--- src/hdl/wrc_regs.vh ---
// Register map, field positions, reset values and counts of the watchdog and reset block.
// Assumes a 32-bit APB slave at 125 MHz with word-aligned registers.
`ifndef WRC_REGS_VH
`define WRC_REGS_VH

// ----------------------------------------------------------------
// Register offsets
// ----------------------------------------------------------------
`define WRC_ADDR_CAUSE 8'h00
`define WRC_ADDR_OPT1 8'h04
`define WRC_ADDR_OPT2 8'h08
`define WRC_ADDR_IRQ_STAT 8'h0C
`define WRC_ADDR_IRQ_EN 8'h10
`define WRC_ADDR_IRQ_CLR 8'h14

// ----------------------------------------------------------------
// Fields and reset values
// ----------------------------------------------------------------
`define WRC_CAUSE_LOW_VOLTAGE 1
`define WRC_CAUSE_CLOCK_LOSS 2
`define WRC_CAUSE_ILLEGAL_ADDRESS 3
`define WRC_CAUSE_ILLEGAL_OPCODE 4
`define WRC_CAUSE_WDOG 5
`define WRC_CAUSE_PIN 6
`define WRC_CAUSE_POR 7
`define WRC_OPT2_CLKSEL 0
`define WRC_OPT2_WINDOW 1
`define WRC_OPT1_RESET 2'h3
`define WRC_OPT2_RESET 2'h0
`define WRC_EV_SERVICED 0
`define WRC_EV_BAD_WRITE 1
`define WRC_EV_TIMEOUT 2
`define WRC_SERVICE_FIRST 32'h00000055
`define WRC_SERVICE_SECOND 32'h000000AA

// ----------------------------------------------------------------
// Timing counts in cycles
// ----------------------------------------------------------------
`define WRC_PIN_DRIVE_CYCLES 34
`define WRC_PIN_SAMPLE_CYCLES 38
`define WRC_LPO_LONGEST 1024

`endif

--- src/hdl/wrc_top.v ---
// Watchdog timer and system reset sequencer with an APB register slave.
// Assumes a 1 kHz tick pulse from the internal oscillator, synchronous to pclk, and a
// reset pin with external pull-up whose level arrives synchronised on rst_pin_in.
//
// The address map and the APB interface to the registers were left to the implementer.
`timescale 1ns/1ns
`include "wrc_regs.vh"

module wrc_top #(
    parameter TIMEOUT_BUS_SHORT = 8192,
    parameter TIMEOUT_BUS_MID = 65536,
    parameter TIMEOUT_BUS_LONG = 262144,
    parameter TIMEOUT_LPO_SHORT = 32,
    parameter TIMEOUT_LPO_MID = 256
) (
    input wire pclk,
    input wire presetn,
    input wire psel,
    input wire penable,
    input wire pwrite,
    input wire [7:0] paddr,
    input wire [31:0] pwdata,
    output reg [31:0] prdata,
    output reg pready,
    output reg pslverr,
    input wire tick_1khz,
    input wire stop_mode,
    input wire debug_mode,
    input wire illegal_opcode_reset,
    input wire illegal_address_reset,
    input wire low_voltage_reset,
    input wire clock_loss_reset,
    input wire debug_forced_reset,
    input wire rst_pin_in,
    output reg rst_pin_out,
    output reg rst_pin_oe_n,
    output reg system_reset,
    output reg irq
);

    // ----------------------------------------------------------------
    // States and helpers
    // ----------------------------------------------------------------
    localparam [2:0] S_RUN = 3'b001;
    localparam [2:0] S_DRIVE = 3'b010;
    localparam [2:0] S_WAIT = 3'b100;

    function [31:0] limit_of;
        input bus_clk;
        input [1:0] sel;
        begin
            case ({bus_clk, sel})
                3'b001: limit_of = TIMEOUT_LPO_SHORT;
                3'b010: limit_of = TIMEOUT_LPO_MID;
                3'b011: limit_of = `WRC_LPO_LONGEST;
                3'b101: limit_of = TIMEOUT_BUS_SHORT;
                3'b110: limit_of = TIMEOUT_BUS_MID;
                3'b111: limit_of = TIMEOUT_BUS_LONG;
                default: limit_of = 32'h00000000;
            endcase
        end
    endfunction

    reg [2:0] state;
    reg [5:0] seq_count;
    reg [7:0] cause;
    reg [7:0] pend_cause;
    reg [1:0] timeout_sel;
    reg [1:0] opt2;
    reg opt1_locked;
    reg opt2_locked;
    reg [31:0] wd_count;
    reg first_seen;
    reg [2:0] irq_stat;
    reg [2:0] irq_en;

    wire bus_clk_sel = opt2[`WRC_OPT2_CLKSEL];
    wire [31:0] limit = limit_of(bus_clk_sel, timeout_sel);
    wire wd_enabled = (timeout_sel != 2'h0);
    wire halted = stop_mode | debug_mode;
    wire running = (state == S_RUN);

    // APB access phase completes on this edge
    wire access = psel & penable & pready;
    wire wr = access & pwrite & running;
    wire wr_cause = wr & (paddr == `WRC_ADDR_CAUSE);
    wire is_first = (pwdata == `WRC_SERVICE_FIRST);
    wire is_second = (pwdata == `WRC_SERVICE_SECOND);
    // Window open in the last quarter of the period
    wire in_window = (wd_count >= (limit - {2'h0, limit[31:2]}));
    wire window_on = opt2[`WRC_OPT2_WINDOW] & bus_clk_sel;

    wire bad_value = wr_cause & ~is_first & ~is_second;
    wire early_write = wr_cause & (is_first | is_second) & window_on & ~in_window & wd_enabled;
    wire bad_write = bad_value | early_write;
    wire serviced = wr_cause & is_second & first_seen & ~early_write;
    wire timeout = running & wd_enabled & (wd_count >= limit - 32'h00000001) &
        (bus_clk_sel ? ~halted : tick_1khz & ~halted);

    wire opt1_first = wr & (paddr == `WRC_ADDR_OPT1) & ~opt1_locked;
    wire opt2_first = wr & (paddr == `WRC_ADDR_OPT2) & ~opt2_locked;

    reg [7:0] req_cause;
    always @* begin
        req_cause = 8'h00;
        req_cause[`WRC_CAUSE_LOW_VOLTAGE] = low_voltage_reset;
        req_cause[`WRC_CAUSE_CLOCK_LOSS] = clock_loss_reset;
        req_cause[`WRC_CAUSE_ILLEGAL_ADDRESS] = illegal_address_reset;
        req_cause[`WRC_CAUSE_ILLEGAL_OPCODE] = illegal_opcode_reset;
        req_cause[`WRC_CAUSE_WDOG] = timeout | bad_write;
    end
    wire pin_request = running & ~rst_pin_in;
    wire any_request = running & ((req_cause != 8'h00) | debug_forced_reset | pin_request);

    // ----------------------------------------------------------------
    // Reset sequencer
    // ----------------------------------------------------------------
    always @(posedge pclk or negedge presetn) begin
        if (!presetn) begin
            state <= S_DRIVE;
            seq_count <= 6'h00;
            cause <= 8'h00;
            pend_cause <= 8'h80;
            system_reset <= 1'b1;
            rst_pin_out <= 1'b0;
            rst_pin_oe_n <= 1'b0;
        end else begin
            rst_pin_out <= 1'b0;
            case (state)
                S_RUN: begin
                    if (any_request) begin
                        state <= S_DRIVE;
                        seq_count <= 6'h00;
                        pend_cause <= req_cause;
                        system_reset <= 1'b1;
                        rst_pin_oe_n <= 1'b0;
                    end
                end
                S_DRIVE: begin
                    if ({26'h0, seq_count} == `WRC_PIN_DRIVE_CYCLES - 1) begin
                        state <= S_WAIT;
                        seq_count <= 6'h00;
                        rst_pin_oe_n <= 1'b1;
                    end else begin
                        seq_count <= seq_count + 6'h01;
                    end
                end
                S_WAIT: begin
                    if ({26'h0, seq_count} == `WRC_PIN_SAMPLE_CYCLES - 1) begin
                        seq_count <= 6'h00;
                        if (rst_pin_in) begin
                            state <= S_RUN;
                            system_reset <= 1'b0;
                            cause <= pend_cause;
                        end else begin
                            pend_cause[`WRC_CAUSE_PIN] <= 1'b1;
                        end
                    end else begin
                        seq_count <= seq_count + 6'h01;
                    end
                end
                default: begin
                    state <= S_DRIVE;
                    seq_count <= 6'h00;
                end
            endcase
        end
    end

    // ----------------------------------------------------------------
    // Watchdog options and counter
    // ----------------------------------------------------------------
    always @(posedge pclk or negedge presetn) begin
        if (!presetn) begin
            timeout_sel <= `WRC_OPT1_RESET;
            opt2 <= `WRC_OPT2_RESET;
            opt1_locked <= 1'b0;
            opt2_locked <= 1'b0;
            wd_count <= 32'h00000000;
            first_seen <= 1'b0;
        end else if (!running) begin
            timeout_sel <= `WRC_OPT1_RESET;
            opt2 <= `WRC_OPT2_RESET;
            opt1_locked <= 1'b0;
            opt2_locked <= 1'b0;
            wd_count <= 32'h00000000;
            first_seen <= 1'b0;
        end else begin
            if (opt1_first) begin
                timeout_sel <= pwdata[1:0];
                opt1_locked <= 1'b1;
            end
            if (opt2_first) begin
                opt2 <= pwdata[1:0];
                opt2_locked <= 1'b1;
            end
            if (wr_cause & is_first & ~early_write) begin
                first_seen <= 1'b1;
            end else if (serviced | bad_write) begin
                first_seen <= 1'b0;
            end
            if (serviced | opt1_first | opt2_first | ~wd_enabled) begin
                wd_count <= 32'h00000000;
            end else if (bus_clk_sel) begin
                if (!halted) begin
                    wd_count <= wd_count + 32'h00000001;
                end
            end else if (halted) begin
                wd_count <= 32'h00000000;
            end else if (tick_1khz) begin
                wd_count <= wd_count + 32'h00000001;
            end
        end
    end

    // ----------------------------------------------------------------
    // Interrupt flags
    // ----------------------------------------------------------------
    wire [2:0] events = {timeout, bad_write, serviced};
    wire [2:0] clr_bits = (access & pwrite & (paddr == `WRC_ADDR_IRQ_CLR)) ? pwdata[2:0] : 3'h0;

    always @(posedge pclk or negedge presetn) begin
        if (!presetn) begin
            irq_stat <= 3'h0;
            irq_en <= 3'h0;
            irq <= 1'b0;
        end else begin
            // Set wins over clear
            irq_stat <= (irq_stat & ~clr_bits) | events;
            if (access & pwrite & (paddr == `WRC_ADDR_IRQ_EN)) begin
                irq_en <= pwdata[2:0];
            end
            irq <= |(((irq_stat & ~clr_bits) | events) &
                ((access & pwrite & (paddr == `WRC_ADDR_IRQ_EN)) ? pwdata[2:0] : irq_en));
        end
    end

    // ----------------------------------------------------------------
    // APB slave
    // ----------------------------------------------------------------
    reg [31:0] next_prdata;
    reg next_err;
    always @* begin
        next_prdata = 32'h00000000;
        next_err = 1'b0;
        case (paddr)
            `WRC_ADDR_CAUSE: next_prdata = {24'h000000, cause};
            `WRC_ADDR_OPT1: next_prdata = {30'h0, timeout_sel};
            `WRC_ADDR_OPT2: next_prdata = {30'h0, opt2};
            `WRC_ADDR_IRQ_STAT: next_prdata = {29'h0, irq_stat};
            `WRC_ADDR_IRQ_EN: next_prdata = {29'h0, irq_en};
            `WRC_ADDR_IRQ_CLR: next_prdata = 32'h00000000;
            default: next_err = 1'b1;
        endcase
    end

    always @(posedge pclk or negedge presetn) begin
        if (!presetn) begin
            pready <= 1'b0;
            pslverr <= 1'b0;
            prdata <= 32'h00000000;
        end else begin
            if (psel & ~penable & ~pready) begin
                pready <= 1'b1;
                pslverr <= next_err;
                prdata <= pwrite ? 32'h00000000 : next_prdata;
            end else begin
                pready <= 1'b0;
                pslverr <= 1'b0;
            end
        end
    end

endmodule // wrc_top

--- config.mk ---
export PLATFORM = sky130hd
export DESIGN_NAME = wrc_top
export DESIGN_NICKNAME = d
export VERILOG_FILES = /design/src/hdl/wrc_top.v
export VERILOG_INCLUDE_DIRS = /design/src /design/src/hdl
export SDC_FILE = /design/constraint.sdc
export NUM_CORES = 1
export LEC_CHECK = 0
export ABC_AREA = 1
export BUFFER_PORTS_ARGS = -buffer_cell sky130_fd_sc_hd__buf_2
export CAP_MARGIN = 40
export CELL_PAD_IN_SITES_DETAIL_PLACEMENT = 1
export CELL_PAD_IN_SITES_GLOBAL_PLACEMENT = 2
export CORE_MARGIN = 5
export CORE_UTILIZATION = 36
export CTS_CLUSTER_SIZE = 20
export DETAILED_ROUTE_END_ITERATION = 6
export PLACE_DENSITY = 0.93
export REMOVE_ABC_BUFFERS = 1
export SETUP_SLACK_MARGIN = 0.2
export SLEW_MARGIN = 20
export SYNTH_ARGS = -nofsm -noshare
export SYNTH_HDL_FRONTEND = slang
export SYNTH_SLANG_ARGS = --single-unit
--- constraint.sdc ---
create_clock -name pclk -period 4.9 [get_ports pclk]
set_clock_uncertainty 0.1 [all_clocks]
set_input_delay 0.98 -clock pclk [delete_from_list [all_inputs] [get_ports pclk]]
set_output_delay 0.98 -clock pclk [all_outputs]
set_load 0.005 [all_outputs]
==> flow_summary_export.csv, run 1 <==
group,metric,value,unit
outcome,status,"finished, final reports clean",
grt,grt_pass1_vias,5568,
sta,tns,0,ps
sta,drv_slew,0,
synth,yosysUniqueCellTypes,50,
clocking,post_cts_buffers,0,
floorplanning,rows,46,
floorplanning,initial_utilization,36.8,%
sta,timing.final.crit_share,72.9,%
layout,final_common_cell,"nand2_1",
synth,synth_edf_count,0,
critical_path,crit_type,"reg2reg",
critical_path,timing.critical_path.required,5000,ps
critical_path,r2r_slack,1330,ps
floorplanning,die_h,138,µm
layout,antennaDiodeCount,0,
synth,synth_top_flop_cell,"dfrtp_1",
critical_path,critical_path.startpoint_type,"flop",
critical_path,rr_startpoint,"opt2[0]",
clocking,cts_max_level,3,
clocking,hold_buffers,0,
grt,antenna_found_initial,0,
clocking,path_clk_slew,70,ps
power,peakVddDrop,0.000173,V
critical_path,cp_common_cell,"nand2_1",
clocking,worstSkewPairLatency,350,ps
layout,seq_area,0.00203,mm²
critical_path,crit_path_end,"wd_count[6]",
layout,n_fill_cell,2067,
power,power,0.00154,W
clocking,cts_tree,"built",
critical_path,cpMaxStageDelayCell,"nand2_2",
critical_path,r2r-end,"wd_count[6]",
floorplanning,die-width,138,µm
drt,vias,5317,
synth,yosysSeqAreaShare,34.5,%
grt,met2_usage,29.4,%
layout,layout_common_cells,"nand2_1, inv_1, nor2_1",
sta,fin_crit,3570,ps
place,io_buffer_count,66,
grt,grt_use_met1,24.9,%
critical_path,rr_worst_depth,15,
synth,syn_inst,781,
sta,finalSetupViolations,0,
clocking,cts_buffers,9,
drt,drtPass1Iterations,4,
clocking,cts-root-buf,"clkbuf_16",
critical_path,crit_fanout,30,
drt,ant_nets,0,
clocking,post_cts_resized,0,
layout,multiInputGateArea,0.00339,mm²
critical_path,crit_buf_inv,2,
run,maxCapViolCount,0,
floorplanning,ios,92,
critical_path,cp_cell_sequence,"inv_1 > nand2_1 > inv_1 > ha_1 > or2_2 > ha_1 > nand4_1 > nor3_1 > nand2_1 > nand2_1 > nand2_1 > nand2_1 > nand3_2 > nand2_2 > o22ai_1",
grt,busiest_layer,"met2",
clocking,clk_path_buf_depth,2,
place,routabilityCongestion,0.807,
critical_path,cp-end-kind,"flop",
sta,relSlewSlack,48.3,%
grt,grtUsageMet3,1.89,%
drt,initialDrtViolationCount,140,
drt,routed_wl,16100,µm
min_path,hp-class,"reg2reg",
layout,drive_gt1_share,14.7,%
layout,layout.nets,975,
sta,max_freq,0.280,GHz
critical_path,crit_family,"simple AND/OR/NAND/NOR gates",
critical_path,arrival,3670,ps
critical_path,crit_start,"opt2[0]",
place,post-dp-hpwl,12900,µm
sta,hold_viol,0,
critical_path,crit_cells,15,
synth,syn_avg_cell_area,7.55,µm²
synth,syn_area,0.00589,mm²
layout,syn_to_final_growth,13.6,%
drt,vias_per_cell,4.90,
grt,grt_max_degree,49,
critical_path,cpPeakStageDelay,590,ps
drt,post_drt_wl_per_cell,14.9,µm
synth,ys_warn_count,0,
floorplanning,coreArea,0.0160,mm²
grt,grt-ovfl-total,0,
drt,drcViolationCount,0,
floorplanning,dieArea,0.0190,mm²
clocking,clock_sinks,81,
min_path,hp-start,"pend_cause[7]",
grt,grt_usage,17.9,%
sta,worst_pin_slew,771,ps
grt,grt_pass1_wl,27100,µm
power,p_per_area,230,mW/mm²
power,power_leakage,3.31,nW
sta,rsz0062_at_grt,"no",
synth,async_reset_ff_share,100,%
synth,synth-seq-cells,81,
[kinds of logic (layout without fill, tap and decap cells)]
logic type,count (synthesis),in the layout,share of synthesized area (%)
AND/OR/NAND/NOR,392,392,30.8
AO/OA/AOI/OAI,101,101,9.87
adder cells (fa/ha/maj),58,58,12.3
flip-flops,81,81,34.5
buffers and inverters,132,186,10.2
XOR/XNOR,15,15,2.23
other,2,35,0.127
[metrics by stage]
stage | hold slack [ps] | area [µm²] | cells | utilization [%] | setup slack [ps]
global placement | 334 | 6420 | 1067 | 40.1 | 1460
CTS | 344 | 6700 | 1084 | 41.9 | 1280
global route | 377 | 6700 | 1084 | 41.9 | 996
floorplan | 324 | 5800 | 783 | - | 1920
detailed placement | 333 | 6420 | 1068 | 40.1 | 1320
finish | 340 | 6700 | 1084 | 41.9 | 1330
[state kept, by name, indices dropped and copies added (netlist names), 2 cells and up]
signal / flops
state: 3
prdata: 8
wd_count: 32
timeout_sel: 2
irq_stat: 3
opt2: 2
cause: 7
irq_en: 3
seq_count: 6
pend_cause: 7
[worst min-delay path by stage]
| stage | end | slack [ps] | cells after the start |
|---|---|---|---|
| CTS | pend_cause[7] | 340 | 2 |
| global placement | pend_cause[7] | 330 | 2 |
| finish | pend_cause[7] | 340 | 2 |
| floorplan | pend_cause[7] | 320 | 2 |
| detailed placement | pend_cause[7] | 330 | 2 |
| global route | pend_cause[7] | 380 | 2 |
[cells in the mapped netlist, drive strengths merged, types with 3 or more instances]
library cell	n	area [µm²]
a211oi	3	27.5
a21oi	29	145
buf	28	209
clkbuf	3	11.3
dfrtp	76	1900
dfstp	5	131
ha	58	726
inv	101	379
nand2	175	677
nand3	47	250
nand3b	3	22.5
nand4	17	113
nor2	103	417
nor3	27	193
nor4	11	75.1
o211ai	5	37.5
o21ai	44	224
o21bai	3	22.5
o22ai	6	37.5
or2	5	31.3
xnor2	4	35.0
xor2	11	96.3
[worst reg2reg max path, cell delays in order (launching register included)]
cell and delay [ps]:
dfrtp_1 490, inv_1 130, nand2_1 160, inv_1 140, ha_1 210, or2_2 300
ha_1 300, nand4_1 140, nor3_1 170, nand2_1 80, nand2_1 70, nand2_1 90
nand2_1 150, nand3_2 160, nand2_2 600, o22ai_1 160
[power by group]
group	total [W]	leakage [nW]	internal, W	switching, W
sequential	0.000714	1.09	0.000695	0.0000187
clock	0.000650	0.142	0.000349	0.000301
combinational	0.000177	2.08	0.0000608	0.000116
total	0.00154	3.31	0.00111	0.000436
[layout make-up]
class                      instances  share of cell area (%)
tap                              216                    4.03
inverter                         101                    5.66
timing repair buffer              69                    5.27
sequential                        81                    30.4
multi-input combinational        601                    50.5
clock inverter                     7                   0.784
clock buffer                       9                    3.36
[routing by layer]
layer / routed length, µm / vias to the layer above / share of wire, %
met4: 184 / 0 / 1.1
met5: 0 / - / 0
met2: 7570 / 81 / 47
met3: 453 / 11 / 2.8
met1: 7940 / 2537 / 49
li1: - / 2688 / -
(Power assumes the default switching activity.)
==> run 2: changes to the inputs <==
--- a/config.mk
+++ b/config.mk
@@ -12,10 +12,10 @@
 export CELL_PAD_IN_SITES_DETAIL_PLACEMENT = 1
 export CELL_PAD_IN_SITES_GLOBAL_PLACEMENT = 2
 export CORE_MARGIN = 5
-export CORE_UTILIZATION = 36
+export CORE_UTILIZATION = 30
 export CTS_CLUSTER_SIZE = 20
 export DETAILED_ROUTE_END_ITERATION = 6
-export PLACE_DENSITY = 0.93
+export PLACE_DENSITY = 0.83
 export REMOVE_ABC_BUFFERS = 1
 export SETUP_SLACK_MARGIN = 0.2
 export SLEW_MARGIN = 20
==> constraint.sdc (replaced) <==
create_clock -name pclk -period 3 [get_ports pclk]
set_clock_uncertainty 0.1 [all_clocks]
set_input_delay 0.6 -clock pclk [delete_from_list [all_inputs] [get_ports pclk]]
set_output_delay 0.6 -clock pclk [all_outputs]
set_load 0.005 [all_outputs]
==> run 2 against run 1 <==
Against the previous run: the flow now finishes with violations (setup timing); sequential share of layout area is 4.0 points lower; combinational power is 74% higher; cell area is 15% higher; register-to-register slack worse by 1400 ps; via count is 3.8% higher; worst setup slack worse by 1400 ps; largest cell class unchanged.
==> flow_summary_export.csv, run 2 (same netlist as run 1, synthesis figures left out) <==
group,metric,value,unit
outcome,status,"finished with violations",
outcome,violations,"setup timing",
sta,timing.final.crit_share,101,%
sta,timing.final.ws_setup,-42.6,ps
place,place_ws,-160,ps
sta,tns,-122,ps
floorplanning,die-width,150,µm
grt,grt_pass1_wl,29600,µm
floorplanning,ios,92,
drt,initialDrtViolationCount,188,
critical_path,cp_common_cell,"buf_4",
layout,syn_to_final_growth,31.2,%
critical_path,crit_family,"simple AND/OR/NAND/NOR gates",
critical_path,rr_startpoint,"timeout_sel[1]",
clocking,cts_max_level,3,
critical_path,critical_path.startpoint_type,"flop",
sta,worst_pin_slew,1110,ps
power,peakVddDrop,0.000253,V
clocking,cts_tree,"built",
floorplanning,coreArea,0.0194,mm²
floorplanning,die_h,150,µm
place,post-dp-hpwl,13300,µm
critical_path,r2r-end,"wd_count[13]",
critical_path,cpMaxStageDelayCell,"nor4_2",
floorplanning,initial_utilization,30.4,%
drt,ant_nets,0,
floorplanning,dieArea,0.0226,mm²
drt,post_drt_wl_per_cell,15.4,µm
clocking,clk_path_buf_depth,2,
grt,grt_pass1_vias,5852,
critical_path,crit_type,"reg2reg",
drt,routed_wl,18000,µm
drt,drcViolationCount,0,
sta,max_freq,0.329,GHz
layout,largest_register_ffs,32,
drt,drtPass1Iterations,4,
critical_path,rr_worst_depth,10,
grt,grt-ovfl-total,0,
critical_path,crit_fanout,6,
drt,vias_per_cell,4.71,
grt,antenna_found_initial,0,
min_path,hp-class,"in2async",
drt,vias,5518,
clocking,path_clk_slew,70,ps
sta,drv_slew,0,
critical_path,cpPeakStageDelay,1000,ps
critical_path,timing.critical_path.required,3180,ps
floorplanning,rows,51,
sta,rsz0062_at_grt,"yes",
clocking,clock_sinks,81,
power,p_per_area,341,mW/mm²
run,maxCapViolCount,0,
layout,largestRegisters,"wd_count (32), prdata (8)",
clocking,cts_buffers,9,
layout,antennaDiodeCount,0,
grt,grt_usage,16.5,%
clocking,hold_buffers,0,
sta,finalSetupViolations,8,
sta,fin_crit,3040,ps
layout,drive_gt1_share,27.9,%
critical_path,cp-end-kind,"flop",
critical_path,arrival,3220,ps
grt,grt_max_degree,45,
critical_path,crit_buf_inv,5,
critical_path,r2r_slack,-40,ps
clocking,cts-root-buf,"clkbuf_16",
layout,stdcell_count,1172,
place,io_buffer_count,66,
place,dp.cells,1142,
layout,fin_util,39.9,%
clocking,worstSkewPairLatency,360,ps
layout,layout.nets,1014,
layout,layout_common_cells,"nand2_1, inv_1, dfrtp_1",
place,routabilityCongestion,0.811,
power,power_leakage,3.64,nW
critical_path,cp_cell_sequence,"buf_4 > buf_6 > nor2_4 > buf_4 > inv_1 > nand2_1 > nor4_2 > nand2_8 > buf_12 > nor3b_2",
sta,hold_viol,0,
layout,top_register,"wd_count",
sta,hold_ws,152,ps
sta,relSlewSlack,25.1,%
layout,final_common_cell,"nand2_1",
## run 2: changes by cell type in the layout (fill, tap and decap cells not counted), moves of 12 or more
cell | before | now
ha_1 | 58 | 46
ha_4 | 0 | 12
nand2_1 | 169 | 146
nor2_1 | 95 | 73
buf_4 | 3 | 27
nor2_2 | 6 | 19
## run 2: per-stage QoR
stage	cell area (µm²)	total power, W
floorplan	5800	0.00135
global route	7730	0.00277
finish	7730	0.00264
global placement	6710	0.00148
CTS	7410	0.00266
detailed placement	6710	0.00149
## run 2: worst max-delay path by stage
stage | cells after the start | endpoint | slack [ps] | from
finish | 10 | wd_count[13] | -40 | timeout_sel[1]
global route | 20 | state[1] | -190 | timeout_sel[1]
CTS | 17 | state[2] | -30 | timeout_sel[0]
detailed placement | 15 | seq_count[4] | -160 | timeout_sel[1]
global placement | 17 | wd_count[11] | -30 | timeout_sel[1]
floorplan | 17 | wd_count[31] | 20 | timeout_sel[1]
## run 2: final cells by class
cell class / instances / area [µm²]
clock buffers: 9 / 225
clock inverters: 7 / 78.8
flip-flops and latches: 81 / 2030
well taps: 265 / 332
repair buffers: 108 / 792
fillers: 2418 / 11700
inverters: 101 / 382
multi-input cells: 601 / 3890
## run 2: metal layers
layer | global-route usage (%) | share of wire [%] | vias to the layer above
li1 | - | - | 2765
met2 | 27.8 | 49 | 90
met4 | 4.07 | 1.5 | 0
met1 | 21.8 | 46 | 2640
met3 | 3.10 | 3.3 | 23
met5 | 0 | 0 | -
## run 2: report_power, final
| group | switching (W) | internal (W) |
|---|---|---|
| Sequential | 0.0000309 | 0.00113 |
| Combinational | 0.000199 | 0.000109 |
| Clock | 0.000566 | 0.000599 |
| Total | 0.000796 | 0.00184 |
## run 2: repair_timing
action,4_1_cts,5_1_grt
cloned,3,0
setup endpoints to repair,55,55
endpoints found under the hold margin,0,0
pin swaps,20,28
resized for setup,63,82
setup buffers,7,4
